<file path="src/hw/dbs_pkg.sv">
// Purpose: Shared constants for the dual buck sequencing and sync block.
// Assumes: One core clock at 250 MHz; analog decisions arrive as logic levels.
// Notes: Timing counts are derived from printed times and the clock rate.
package dbs_pkg;
	localparam int CLK_MHZ = 250;
	localparam int DEAD_TIME_NS = 30;
	// A least time rounds up to whole cycles.
	localparam int DEAD_CYC = (DEAD_TIME_NS * CLK_MHZ + 999) / 1000;
	localparam int SS_CYCLES = 1024;
	localparam int DAC_STEPS = 64;
	localparam int DAC_W = 6;
	localparam int STEP_CYCLES = SS_CYCLES / DAC_STEPS;
	localparam int STEP_W = 4;
	// Duty ceiling of 0.875 expressed in eighths of the period.
	localparam int DUTY_NUM = 7;
	localparam int DUTY_DEN = 8;
	// Current-limit pin divider and values in millivolts.
	localparam int CURRENT_LIMIT_SET_DIV = 10;
	localparam int CURRENT_LIMIT_SET_DEFAULT_MV = 100;
	localparam int CURRENT_LIMIT_SET_MIN_MV = 50;
	localparam int CURRENT_LIMIT_SET_MAX_MV = 300;
	localparam int MV_W = 12;
	localparam logic [DAC_W-1:0] DAC_TOP = 6'h3F;
	localparam logic [DAC_W-1:0] DAC_ZERO = 6'h00;
	typedef enum logic [1:0] {
		DBS_SYNC_GND,
		DBS_SYNC_RAIL,
		DBS_SYNC_EXT
	} dbs_sync_mode_t;
	typedef enum logic [2:0] {
		DBS_OFF,
		DBS_RAMP_UP,
		DBS_RUN,
		DBS_RAMP_DOWN
	} dbs_seq_t;
endpackage

</file>
<file path="src/hw/dbs_clock_sel.sv">
// Purpose: Builds the switching clock and the follower clock output.
// Assumes: Sync pin and oscillator tick are synchronous to core_clk.
// Notes: An external clock that stops for LOSS_CYC cycles falls back.
`timescale 1ns/1ps
module dbs_clock_sel #(
	parameter int LOSS_CYC = 64
) (
	input wire logic core_clk,
	input wire logic srst,
	input wire logic clk_en,
	input wire logic osc_tick,
	input wire logic sync_in,
	input wire logic sync_tied_rail,
	output logic sw_clk,
	output logic sw_rise,
	output logic sw_fall,
	output logic follower_clock_out,
	output logic ext_active
);
	logic sync_q;
	logic ext_q;
	logic [15:0] idle_q;
	logic div_q;
	logic [15:0] cyc_q;
	logic [15:0] tper_q;
	logic tick_mid;
	logic fco_q;
	logic src_tick;
	logic sync_rise;
	assign sync_rise = sync_in && !sync_q;
	// LOSS_CYC cycles without an external edge hand the rate back to the oscillator.
	assign src_tick = ext_q ? sync_rise : osc_tick;
	always_ff @(posedge core_clk) begin
		if (srst) begin
			sync_q <= 1'b0;
			ext_q <= 1'b0;
			idle_q <= 16'h0000;
		end else if (clk_en) begin
			sync_q <= sync_in;
			if (sync_rise && !sync_tied_rail) begin
				ext_q <= 1'b1;
				idle_q <= 16'h0000;
			end else if (idle_q >= 16'(LOSS_CYC)) begin
				ext_q <= 1'b0;
			end else begin
				idle_q <= idle_q + 16'h0001;
			end
		end
	end
	// The switching clock is the source divided by two.
	always_ff @(posedge core_clk) begin
		if (srst) begin
			div_q <= 1'b0;
		end else if (clk_en && src_tick) begin
			div_q <= !div_q;
		end
	end
	// Source tick spacing is measured so the double-rate clock can rise
	// halfway between ticks, a quarter switching period after channel one.
	always_ff @(posedge core_clk) begin
		if (srst) begin
			cyc_q <= 16'h0000;
			tper_q <= 16'h0000;
		end else if (clk_en) begin
			if (src_tick) begin
				tper_q <= cyc_q + 16'h0001;
				cyc_q <= 16'h0000;
			end else begin
				cyc_q <= cyc_q + 16'h0001;
			end
		end
	end
	assign tick_mid = (cyc_q + 16'h0001) == (tper_q >> 1);
	always_ff @(posedge core_clk) begin
		if (srst) begin
			fco_q <= 1'b0;
		end else if (clk_en) begin
			if (sync_tied_rail && !ext_q) begin
				if (src_tick) begin
					fco_q <= 1'b0;
				end else if (tick_mid) begin
					fco_q <= 1'b1;
				end
			end else if (src_tick) begin
				fco_q <= !div_q;
			end
		end
	end
	assign sw_clk = div_q;
	assign sw_rise = clk_en && src_tick && !div_q;
	assign sw_fall = clk_en && src_tick && div_q;
	assign follower_clock_out = fco_q;
	assign ext_active = ext_q;
endmodule

</file>
<file path="src/hw/dbs_phase.sv">
// Purpose: One channel's gate-drive timing with dead time and cycle skip.
// Assumes: Start pulses arrive once per switching period.
// Notes: The duty request is in eighths and is capped at seven.
`timescale 1ns/1ps
module dbs_phase #(
	parameter int PER_W = 16
) (
	input wire logic core_clk,
	input wire logic srst,
	input wire logic clk_en,
	input wire logic start,
	input wire logic run,
	input wire logic over_limit,
	input wire logic [2:0] duty_req,
	output logic high_side_drive,
	output logic low_side_drive
);
	logic [PER_W-1:0] per_q;
	logic [PER_W-1:0] cnt_q;
	logic [PER_W-1:0] on_len;
	logic hs_q;
	logic [3:0] dead_q;
	logic [2:0] duty;
	assign duty = (duty_req > 3'(dbs_pkg::DUTY_NUM)) ?
		3'(dbs_pkg::DUTY_NUM) : duty_req;
	assign on_len = PER_W'((per_q * duty) / dbs_pkg::DUTY_DEN);
	always_ff @(posedge core_clk) begin
		if (srst) begin
			per_q <= '0;
			cnt_q <= '0;
		end else if (clk_en) begin
			if (start) begin
				// The start edge itself belongs to the period just ended.
				per_q <= cnt_q + PER_W'(1);
				cnt_q <= '0;
			end else begin
				cnt_q <= cnt_q + PER_W'(1);
			end
		end
	end
	always_ff @(posedge core_clk) begin
		if (srst) begin
			hs_q <= 1'b0;
		end else if (clk_en) begin
			if (!run) begin
				hs_q <= 1'b0;
			end else if (start) begin
				hs_q <= !over_limit && duty != 3'h0;
			end else if (cnt_q + PER_W'(1) >= on_len) begin
				hs_q <= 1'b0;
			end
		end
	end
	// Low side waits out the dead time after the high side drops.
	always_ff @(posedge core_clk) begin
		if (srst) begin
			dead_q <= 4'h0;
		end else if (clk_en) begin
			if (hs_q) begin
				dead_q <= 4'(dbs_pkg::DEAD_CYC);
			end else if (dead_q != 4'h0) begin
				dead_q <= dead_q - 4'h1;
			end
		end
	end
	assign high_side_drive = hs_q;
	assign low_side_drive = !hs_q && dead_q == 4'h0;
endmodule

</file>
<file path="src/hw/dbs_top.sv">
// Purpose: Sequencing, protection and clocking of a dual step-down control.
// Assumes: Comparator decisions are logic levels synchronous to core_clk.
// Notes: Supply and thermal thresholds are decided outside; current limit is compared here in millivolts.
`timescale 1ns/1ps
module dbs_top #(
	parameter int LOSS_CYC = 64,
	parameter int PER_W = 16
) (
	input wire logic core_clk,
	input wire logic srst,
	input wire logic clk_en,
	input wire logic rail_good,
	input wire logic over_temp,
	input wire logic enable,
	input wire logic osc_tick,
	input wire logic sync_in,
	input wire logic sync_tied_rail,
	input wire logic limit_pin_at_rail,
	input wire logic [dbs_pkg::MV_W-1:0] limit_pin_mv,
	input wire logic [dbs_pkg::MV_W-1:0] sense_one_mv,
	input wire logic [dbs_pkg::MV_W-1:0] sense_two_mv,
	input wire logic [2:0] duty_one,
	input wire logic [2:0] duty_two,
	input wire logic out_one_good,
	input wire logic out_two_good,
	output logic high_side_drive_one,
	output logic low_side_drive_one,
	output logic high_side_drive_two,
	output logic low_side_drive_two,
	output logic hs_to_switch_node,
	output logic error_amp_discharge,
	output logic rail_keep_on,
	output logic datum_keep_on,
	output logic [dbs_pkg::DAC_W-1:0] ref_dac,
	output logic reset_n_o,
	output logic reset_n_oe,
	output logic follower_clock_out,
	output logic ext_clock_active,
	output logic soft_start_done
);
	dbs_pkg::dbs_seq_t seq_q;
	logic en_q;
	logic [dbs_pkg::DAC_W-1:0] dac_q;
	logic [dbs_pkg::STEP_W-1:0] step_q;
	logic ss_done_q;
	logic lockout;
	logic fault;
	logic [dbs_pkg::MV_W-1:0] thresh_mv;
	logic [dbs_pkg::MV_W-1:0] adj_mv;
	logic over_one;
	logic over_two;
	logic sw_clk;
	logic sw_rise;
	logic sw_fall;
	logic run;
	logic hs1;
	logic ls1;
	logic hs2;
	logic ls2;
	logic rst_low;

	assign lockout = !rail_good;
	assign fault = lockout || over_temp;

	// Threshold selection: rail tie overrides the scaled pin voltage.
	assign adj_mv = dbs_pkg::MV_W'(limit_pin_mv / dbs_pkg::CURRENT_LIMIT_SET_DIV);
	always_comb begin
		if (limit_pin_at_rail) begin
			thresh_mv = dbs_pkg::MV_W'(dbs_pkg::CURRENT_LIMIT_SET_DEFAULT_MV);
		end else if (adj_mv < dbs_pkg::MV_W'(dbs_pkg::CURRENT_LIMIT_SET_MIN_MV)) begin
			thresh_mv = dbs_pkg::MV_W'(dbs_pkg::CURRENT_LIMIT_SET_MIN_MV);
		end else if (adj_mv > dbs_pkg::MV_W'(dbs_pkg::CURRENT_LIMIT_SET_MAX_MV)) begin
			thresh_mv = dbs_pkg::MV_W'(dbs_pkg::CURRENT_LIMIT_SET_MAX_MV);
		end else begin
			thresh_mv = adj_mv;
		end
	end
	assign over_one = sense_one_mv > thresh_mv;
	assign over_two = sense_two_mv > thresh_mv;

	dbs_clock_sel #(
		.LOSS_CYC(LOSS_CYC)
	) u_clk (
		.core_clk(core_clk),
		.srst(srst),
		.clk_en(clk_en),
		.osc_tick(osc_tick),
		.sync_in(sync_in),
		.sync_tied_rail(sync_tied_rail),
		.sw_clk(sw_clk),
		.sw_rise(sw_rise),
		.sw_fall(sw_fall),
		.follower_clock_out(follower_clock_out),
		.ext_active(ext_clock_active)
	);

	// Sequencer: a fault restarts everything from the off state.
	always_ff @(posedge core_clk) begin
		if (srst) begin
			seq_q <= dbs_pkg::DBS_OFF;
			en_q <= 1'b0;
		end else if (clk_en) begin
			en_q <= enable;
			if (fault) begin
				seq_q <= dbs_pkg::DBS_OFF;
				en_q <= 1'b0;
			end else begin
				case (seq_q)
				dbs_pkg::DBS_OFF: begin
					if (enable && !en_q) begin
						seq_q <= dbs_pkg::DBS_RAMP_UP;
					end
				end
				dbs_pkg::DBS_RAMP_UP: begin
					if (!enable) begin
						seq_q <= dbs_pkg::DBS_RAMP_DOWN;
					end else if (ss_done_q) begin
						seq_q <= dbs_pkg::DBS_RUN;
					end
				end
				dbs_pkg::DBS_RUN: begin
					if (!enable) begin
						seq_q <= dbs_pkg::DBS_RAMP_DOWN;
					end
				end
				dbs_pkg::DBS_RAMP_DOWN: begin
					if (dac_q == dbs_pkg::DAC_ZERO && sw_rise &&
						step_q == '1) begin
						seq_q <= dbs_pkg::DBS_OFF;
					end
				end
				default: begin
					seq_q <= dbs_pkg::DBS_OFF;
				end
				endcase
			end
		end
	end

	// Ramp: one DAC step per sixteen switching cycles each way.
	always_ff @(posedge core_clk) begin
		if (srst) begin
			dac_q <= dbs_pkg::DAC_ZERO;
			step_q <= '0;
			ss_done_q <= 1'b0;
		end else if (clk_en) begin
			if (fault || seq_q == dbs_pkg::DBS_OFF) begin
				dac_q <= dbs_pkg::DAC_ZERO;
				step_q <= '0;
				ss_done_q <= 1'b0;
			end else if (sw_rise) begin
				step_q <= step_q + dbs_pkg::STEP_W'(1);
				if (step_q == '1) begin
					if (seq_q == dbs_pkg::DBS_RAMP_UP) begin
						if (dac_q == dbs_pkg::DAC_TOP) begin
							ss_done_q <= 1'b1;
						end else begin
							dac_q <= dac_q + dbs_pkg::DAC_W'(1);
						end
					end else if (seq_q == dbs_pkg::DBS_RAMP_DOWN &&
						dac_q != dbs_pkg::DAC_ZERO) begin
						dac_q <= dac_q - dbs_pkg::DAC_W'(1);
					end
				end
			end
			if (seq_q == dbs_pkg::DBS_RAMP_DOWN) begin
				ss_done_q <= 1'b0;
			end
		end
	end

	assign run = !fault && seq_q != dbs_pkg::DBS_OFF;

	dbs_phase #(
		.PER_W(PER_W)
	) u_ch_one (
		.core_clk(core_clk),
		.srst(srst),
		.clk_en(clk_en),
		.start(sw_rise),
		.run(run),
		.over_limit(over_one),
		.duty_req(duty_one),
		.high_side_drive(hs1),
		.low_side_drive(ls1)
	);

	dbs_phase #(
		.PER_W(PER_W)
	) u_ch_two (
		.core_clk(core_clk),
		.srst(srst),
		.clk_en(clk_en),
		.start(sw_fall),
		.run(run),
		.over_limit(over_two),
		.duty_req(duty_two),
		.high_side_drive(hs2),
		.low_side_drive(ls2)
	);

	// Lockout holds the low side on; thermal fault and shutdown release it.
	always_comb begin
		high_side_drive_one = 1'b0;
		high_side_drive_two = 1'b0;
		low_side_drive_one = 1'b0;
		low_side_drive_two = 1'b0;
		if (lockout) begin
			low_side_drive_one = 1'b1;
			low_side_drive_two = 1'b1;
		end else if (!over_temp && run) begin
			high_side_drive_one = hs1;
			low_side_drive_one = ls1;
			high_side_drive_two = hs2;
			low_side_drive_two = ls2;
		end
	end

	// Shutdown parks the gates so the switch node floats.
	assign hs_to_switch_node = !lockout && seq_q == dbs_pkg::DBS_OFF;
	assign error_amp_discharge = seq_q == dbs_pkg::DBS_OFF;
	assign rail_keep_on = 1'b1;
	assign datum_keep_on = 1'b1;
	assign ref_dac = dac_q;
	assign soft_start_done = ss_done_q;

	// Open drain: output value is always low, the enable does the work.
	assign rst_low = lockout || over_temp || !ss_done_q ||
		!out_one_good || !out_two_good;
	assign reset_n_o = 1'b0;
	assign reset_n_oe = rst_low;

	chk_lockout_gates: assert property (@(posedge core_clk) disable iff (srst)
		lockout |-> (!high_side_drive_one && low_side_drive_one
		&& !high_side_drive_two && low_side_drive_two))
		else $error("Lockout did not park the gates.");
	chk_lockout_reset: assert property (@(posedge core_clk) disable iff (srst)
		lockout |-> reset_n_oe)
		else $error("Reset not pulled during lockout.");
	chk_reset_release: assert property (@(posedge core_clk) disable iff (srst)
		!reset_n_oe |-> (ss_done_q && out_one_good && out_two_good))
		else $error("Reset released too early.");
	chk_no_overlap: assert property (@(posedge core_clk) disable iff (srst)
		!(high_side_drive_one && low_side_drive_one))
		else $error("Channel one drives overlap.");
	chk_temp_drives: assert property (@(posedge core_clk) disable iff (srst)
		over_temp && !lockout |-> !high_side_drive_one && !low_side_drive_two
		&& reset_n_oe)
		else $error("Thermal fault left drives or reset active.");
	chk_enable_start: assert property (@(posedge core_clk) disable iff (srst)
		clk_en && !fault && seq_q == dbs_pkg::DBS_OFF && enable && !en_q
		|=> seq_q == dbs_pkg::DBS_RAMP_UP)
		else $error("Enable edge did not start soft-start.");
	chk_stop_ramp: assert property (@(posedge core_clk) disable iff (srst)
		clk_en && !fault && seq_q == dbs_pkg::DBS_RUN && !enable
		|=> seq_q == dbs_pkg::DBS_RAMP_DOWN)
		else $error("Enable fall did not start soft-stop.");
	chk_off_at_zero: assert property (@(posedge core_clk) disable iff (srst)
		!fault && $past(seq_q) == dbs_pkg::DBS_RAMP_DOWN
		&& seq_q == dbs_pkg::DBS_OFF |-> $past(dac_q) == dbs_pkg::DAC_ZERO)
		else $error("Shutdown entered before ramp end.");
	chk_skip_cycle: assert property (@(posedge core_clk) disable iff (srst)
		clk_en && sw_rise && over_one |=> !hs1)
		else $error("Cycle not skipped over current limit.");
	cov_soft_start: cover property (@(posedge core_clk)
		seq_q == dbs_pkg::DBS_RAMP_UP ##1 seq_q == dbs_pkg::DBS_RUN);
	cov_soft_stop: cover property (@(posedge core_clk)
		seq_q == dbs_pkg::DBS_RAMP_DOWN ##1 seq_q == dbs_pkg::DBS_OFF);
	cov_ext_clock: cover property (@(posedge core_clk) ext_clock_active);
endmodule

</file>
<file path="config.mk">
export PLATFORM = sky130hd
export DESIGN_NAME = dbs_top
export DESIGN_NICKNAME = d
export VERILOG_FILES = /design/src/hw/dbs_pkg.sv /design/src/hw/dbs_clock_sel.sv /design/src/hw/dbs_phase.sv /design/src/hw/dbs_top.sv
export SDC_FILE = /design/constraint.sdc
export NUM_CORES = 1
export LEC_CHECK = 0
export BUFFER_PORTS_ARGS = -buffer_cell sky130_fd_sc_hd__buf_2
export CAP_MARGIN = 20
export CORE_ASPECT_RATIO = 0.8
export CORE_UTILIZATION = 55
export CTS_BUF_LIST = sky130_fd_sc_hd__clkbuf_16
export CTS_CLUSTER_SIZE = 28
export DETAILED_ROUTE_END_ITERATION = 8
export GPL_ROUTABILITY_DRIVEN = 1
export MAX_ROUTING_LAYER = met4
export PLACE_DENSITY_LB_ADDON = 0.1
export SYNTH_ARGS = -nofsm -noshare
export SYNTH_HDL_FRONTEND = slang
export SYNTH_SLANG_ARGS = --single-unit
</file>
<file path="constraint.sdc">
create_clock -name core_clk -period 7.4 [get_ports core_clk]
set_clock_uncertainty 0.1 [all_clocks]
set_input_delay 0 -clock core_clk [delete_from_list [all_inputs] [get_ports core_clk]]
set_output_delay 0 -clock core_clk [all_outputs]
set_load 0.02 [all_outputs]
</file>
; ---- Word level (Yosys, flattened, before mapping)
; Index checks and enable logic that the tools add are counted.
[word_totals]
regBits = 141
input_bits = 54
output_inout_bits = 19
[classes]
n_addsub = 9
n_mul = 2
div_mod_pow = 1
n_lt_le_gt_ge = 9
n_eq_ne = 14
muxes = 57
n_reduce_logical = 73
[op_table]
columns = operator, n
row1 = 16-bit 2-to-1 mux, 5
row2 = "16-bit by 1-bit adder with 16-bit output, second input constant", 4
row3 = 16-bit by 3-bit multiplier with 19-bit output, 2
row4 = 12-bit 2-to-1 mux, 3
row5 = 6-bit 2-to-1 mux, 6
row6 = "12-bit by 4-bit divider with 32-bit output, second input constant", 1
row7 = 16-bit >= comparator, 2
row8 = 1-bit 2-to-1 mux, 28
row9 = 12-bit greater-than comparator, 2
row10 = 3-bit 2-to-1 mux, 8
row11 = 4-bit 2-to-1 mux, 6
row12 = 3-bit nonzero test, 8
row13 = 2-bit AND reduction, 10
row14 = 1-bit logical AND, 17
row15 = 16-bit by 15-bit == test with 1-bit output, 1
row16 = "16-bit by 7-bit >= comparator with 1-bit output, second input constant", 1
row17 = 1-bit logical NOT, 15
row18 = 5-bit AND reduction, 3
row19 = 2-bit nonzero test, 7
row20 = "12-bit by 9-bit greater-than comparator with 1-bit output, second input constant", 1
row21 = "12-bit by 6-bit less-than comparator with 1-bit output, second input constant", 1
row22 = 3-bit one-hot mux with 4 select lines, 1
row23 = "3-bit inequality test, second input constant", 3
row24 = 4-bit logical NOT, 2
row25 = 19 further kinds, 28

; ---- Depth between registers and ports, before layout
[depth]
word_depth = 10
ltp_mapped = 30
mapped_depth_nobuf = 28

; ---- By module
; A second synthesis with hierarchy kept.
[unflattened]
hier_cells = 1980
hier_area_um2 = 14834.2
[by_module_without_submodules]
columns = module, instances, cells_each, area_each_um2
row1 = dbs_phase, 2, 463, 3589.7
row2 = dbs_top, 1, 680, 4556.9
row3 = dbs_clock_sel, 1, 374, 3098.0

; ---- Worst setup path before layout
; OpenSTA, ideal clock, no wires.
[synth_timing]
path_type = input -> register
from = in limit_pin_mv[10] (netlist name)
to = reg u_ch_one.hs_q, in the netlist u_ch_one.high_side_drive
setup_time_ns = 0.106
t_arrival_ns = 6.049
setup_slack_ns = 1.145
stages = 27
cell_sequence = nor2_1 -> inv_1 -> ha_1 -> nand2b_1 -> a311o_1 -> and3_4 -> a2111oi_4 -> or3_1 -> buf_4 -> a31oi_4 -> a311o_1 -> or4_4 -> nand4_4 -> nor3_2 -> a211o_1 -> a2111oi_4 -> nand2b_1 -> o2111a_1 -> o21ai_1 -> and2_1 -> or3_1 -> ha_1 -> nand2_1 -> nor2_1 -> nand3_1 -> or4_1 -> o311ai_0
[synth_via]
elab_chain_cells = 10
word_cells_on_any_way = 11
cone_classes = div (1) / order compare (3) / mux (5) / reduce/logical (2)
[synth_rtl]
columns = item, line_no
row1 = from (decl), dbs_top.sv:19  ; input wire logic [dbs_pkg::MV_W-1:0] limit_pin_mv,
row2 = 12-bit by 4-bit divider with 32-bit output *, dbs_top.sv:66  ; assign adj_mv = dbs_pkg::MV_W'(limit_pin_mv / dbs_pkg::CURRENT_LIMIT_SET_DIV);
row3 = 12-bit by 9-bit greater-than comparator with 1-bit output, dbs_top.sv:72  ; end else if (adj_mv > dbs_pkg::MV_W'(dbs_pkg::CURRENT_LIMIT_SET_MAX_MV)) begin
row4 = 12-bit 2-to-1 mux, dbs_top.sv:72
row5 = 12-bit 2-to-1 mux *, dbs_top.sv:70  ; end else if (adj_mv < dbs_pkg::MV_W'(dbs_pkg::CURRENT_LIMIT_SET_MIN_MV)) begin
row6 = 12-bit 2-to-1 mux *, dbs_top.sv:68  ; if (limit_pin_at_rail) begin
row7 = 12-bit greater-than comparator *, dbs_top.sv:78  ; assign over_one = sense_one_mv > thresh_mv;
row8 = 1-bit logical NOT *, dbs_phase.sv:48  ; hs_q <= !over_limit && duty != 3'h0;
row9 = 1-bit logical AND *, dbs_phase.sv:48
row10 = 1-bit 2-to-1 mux *, dbs_phase.sv:47  ; end else if (start) begin
row11 = 1-bit 2-to-1 mux *, dbs_phase.sv:45  ; if (!run) begin
row12 = to (signal assigned), dbs_phase.sv:46  ; hs_q <= 1'b0;
row13 = to (signal assigned), dbs_phase.sv:48
row14 = to (signal assigned), dbs_phase.sv:50  ; hs_q <= 1'b0;
row15 = to (decl), dbs_phase.sv:21  ; logic hs_q;
; Every way passes the cells marked *; elsewhere a longest branch is shown, timed or not.
; A chain may end at the register's enable or synchronous reset.

; ---- Worst setup path in the final report
; Same ends and word-level chain as after synthesis.

==> summary.md <==
| Metric | Value |
|---|---|
| Syn avg cell area | `7.471 um2` |
| Clk slew on worst S/H paths | `60 ps` |
| CTS Sinks | `139` |
| WL final | `30890 um` |
| H-tree levels | `4` |
| Most frequent cells in the layout | `nor2_1 (234), nand2_1 (173), dfxtp_1 (139)` |
| Fin. Hold Viols | `0` |
| Fin nets | `1835` |
| Synthesized instance count | `1607` |
| First-pass GRT wire length | `52250 um` |
| DRC Markers | `0` |
| Most common cell after layout, fill and taps aside | `nor2_1` |
| Chip Height | `134.1 um` |
| Total net switching power | `0.0008408 W` |
| Largest net degree at the start of global routing | `70` |
| Int Pwr | `0.001535 W` |
| TritonRoute pass-1 iters | `5` |
| Setup-failing EPs final | `0` |
| Setup TNS | `0 ps` |
| Multi-input gate area | `8607 um2` |
| Reg2Reg Depth | `24` |
| Initial antenna violation count | `1` |
| Worst ir drop on vdd | `0.0001179 V` |
| Clock power share | `34.3%` |
| Via count | `11384` |
| Ys Warns | `0` |
| Slew Limit Fails | `0` |
| Slew margin rel. | `36.44%` |
| Outcome | `complete, no violations` |
| Critical path class | `in -> reg` |
| Post-route insts no fill | `1936` |
| Max-Cap Viols | `0` |
| Post-route minimum period | `6910 ps` |
| Top FF cell, synth | `dfxtp_1` |
| Post-synthesis sequential area ratio | `23.18%` |
| Hold WC Path Type | `in -> reg` |
| Sw frac | `35.38%` |
| Critical path endpoint category | `register` |
| CP Launch Type | `primary input` |
| DIE AREA | `22430 um2` |
| FILL cells | `1916` |
| Synthesized area | `12010 um2` |
| Reg2reg setup slack | `1850 ps` |
| RSZ-0062 raised after global routing | `false` |
| Post-synth cell types | `86` |
| Core region area | `21050 um2` |
| Fin area | `13260 um2` |
| CTS tree | `built` |
| Longest Clk Path Bufs | `2` |
| Vias in the first global route | `10708` |
| Initial drt markers | `783` |
| Final HPWL DP | `22360 um` |
| Total GRT Usage | `29.08%` |
| Critical path peak fanout | `10` |
| GRT overflow | `0` |
| Die W | `167.2 um` |
| I/O Buffers | `69` |
| Initial Util | `57.02%` |
| Root Buffer | `clkbuf_16` |
| Layout area overhead | `10.43%` |
| Number of I/O pins | `73` |
| GPL Wtd Cong | `0.9567` |
| Post-synth EDFFs | `0` |
| ANT nets after route | `0` |
| Total area of sequential cells | `2783 um2` |
| Actual slew at the worst max-slew pin | `953.5 ps` |
| Seq pwr share | `34.1%` |
| WL per Instance | `15.96 um` |
| Worst r2r src | `u_ch_one.per_q[1]` |
| Core Rows | `47` |
| Hold path depth | `6` |
| Placed Cells | `1885` |
| Hold Path Origin | `sense_two_mv[8]` |
| Leak pwr | `5.746 nW` |
| CTS buffer count | `17` |
| Worst Path Required | `7620 ps` |
| Share of layout cells above drive strength 1 | `9.664%` |
| End of the worst register-to-register path | `u_ch_one.high_side_drive` |
| Final period utilization | `93.38%` |
| Critical Path AT | `7130 ps` |
| Power density of the placed cells | `179.2 nW/um2` |
| F_max | `144.7 MHz` |
| Combinational power share | `31.6%` |
| Ys async rst share | `0%` |
| Vias/cell | `5.880` |
| Synth Register Bits | `139` |
| Placed instance area | `12480 um2` |
| Clk_lat worst skew | `440 ps` |
| Hold Path End | `u_ch_two.high_side_drive` |
==> cell families (layout without fill, tap and decap cells) <==
family / Yosys count / count (layout) / synth area share, %
other cells: 2 / 4 / 0.06256
flops: 139 / 139 / 23.18
compound gates: 374 / 374 / 20.90
buf+inv: 164 / 222 / 5.409
xor+xnor: 97 / 97 / 7.077
fa+ha+maj: 130 / 130 / 15.45
simple gates: 691 / 691 / 27.07
mux: 10 / 10 / 0.8650
==> power groups by stage <==
stage                     combinational (W)  sequential [W]  clock (W)
final                              0.000751        0.000810   0.000816
after global routing               0.000835        0.000814   0.000860
after CTS                          0.000733        0.000809   0.000826
after detailed placement           0.000723        0.000826          0
after global placement             0.000720        0.000825          0
after floorplan                    0.000559        0.000819          0
==> cells in the mapped netlist, types with 15 or more instances <==
| master | number | area share [%] |
|---|---|---|
| fa_1 | 31 | 5.2 |
| or3_1 | 15 | 0.78 |
| a211oi_1 | 24 | 1.5 |
| nand2b_1 | 16 | 0.83 |
| o21ai_0 | 69 | 2.9 |
| nand3_1 | 46 | 1.9 |
| nand2_1 | 173 | 5.4 |
| a21oi_1 | 112 | 4.7 |
| or2_2 | 15 | 0.78 |
| a21o_1 | 30 | 1.9 |
| and2_1 | 21 | 1.1 |
| nor2b_1 | 20 | 1.0 |
| nor4_1 | 18 | 0.94 |
| nor3_1 | 59 | 2.5 |
| ha_1 | 97 | 10 |
| and3_1 | 29 | 1.5 |
| inv_1 | 89 | 2.8 |
| xnor2_1 | 60 | 4.4 |
| xor2_1 | 37 | 2.7 |
| dfxtp_1 | 139 | 23 |
| o21a_1 | 19 | 1.2 |
| a22oi_1 | 20 | 1.3 |
| nor2_1 | 236 | 7.4 |
| nand4_1 | 16 | 0.83 |
| clkbuf_1 | 55 | 1.7 |
==> registers in the layout (all words and copies together), names as in the netlist, 2 cells and up <==
register / cells
u_ch_two.per_q: 16
u_clk.cyc_q: 16
seq_q: 2
step_q: 4
u_ch_one.per_q: 16
ref_dac: 6
u_ch_one.dead_q: 4
u_ch_two.cnt_q: 16
u_ch_one.cnt_q: 16
u_ch_two.dead_q: 4
u_clk.idle_q: 16
u_clk.tper_q: 15
==> timing repair <==
action,4_1_cts,5_1_grt
setup endpoints to repair,0,2
endpoints found under the hold margin,25,0
hold buffers,16,0
gates resized for setup,0,7
setup buffers,0,1
==> worst max-delay path: stages <==
cell	delay, ps
buf_2	100
nor2_1	310
inv_1	170
ha_1	340
nand2b_1	210
a311o_1	440
and3_4	220
a2111oi_4	370
or3_4	270
a31oi_4	120
a311o_1	470
or4_4	590
and4_2	320
a2111o_1	420
o21ai_1	160
nand2_1	110
nor3_2	250
o2111a_1	270
o21ai_1	100
and2_1	170
or3_1	340
ha_1	200
a2111oi_0	350
dlygate4sd3_1	590
o311ai_0	110
o311ai_0	110
==> worst max-delay path by stage <==
| stage | startpoint | endpoint | depth (start not counted) |
|---|---|---|---|
| 4_1_cts | limit_pin_mv[10] | u_ch_one.high_side_drive | 25 |
| 5_1_grt | limit_pin_mv[10] | u_ch_one.high_side_drive | 26 |
| 3_3_place_gp | limit_pin_mv[10] | u_ch_one.high_side_drive | 26 |
| 3_5_place_dp | limit_pin_mv[10] | u_ch_one.high_side_drive | 26 |
| 6_report | limit_pin_mv[10] | u_ch_one.high_side_drive | 26 |
| 2_1_floorplan | limit_pin_mv[10] | u_ch_one.high_side_drive | 27 |
==> cell type report <==
type	count	area share, %
inverters	90	2.548
diodes	1	0.01888
clock buffers	17	3.209
multi-input cells	1305	64.92
clock inverters	15	0.9626
well taps	269	2.539
flip-flops and latches	139	20.99
repair buffers	100	4.813
==> stage by stage <==
step                      power [W]  worst slack, ps  utilization, %  hold WS (ps)
after global placement     0.001544            170.2           59.29         155.1
after global routing       0.002509            59.39           62.97         11.53
after floorplan            0.001377             1145               -         47.20
after CTS                  0.002369            317.7           62.68         6.593
final                      0.002376            489.5           62.97         21.79
after detailed placement   0.001549            55.26           59.29         167.9
==> routing by layer <==
| metal | part of all wire [%] | wire length, um | GRT usage [%] |
|---|---|---|---|
| met3 | 5.9 | 1833 | 6.138 |
| met5 | 0 | 0 | - |
| met2 | 43 | 13350 | 43.98 |
| met4 | 0.89 | 276 | 6.779 |
| met1 | 50 | 15430 | 39.64 |
(Power assumes the default switching activity.)
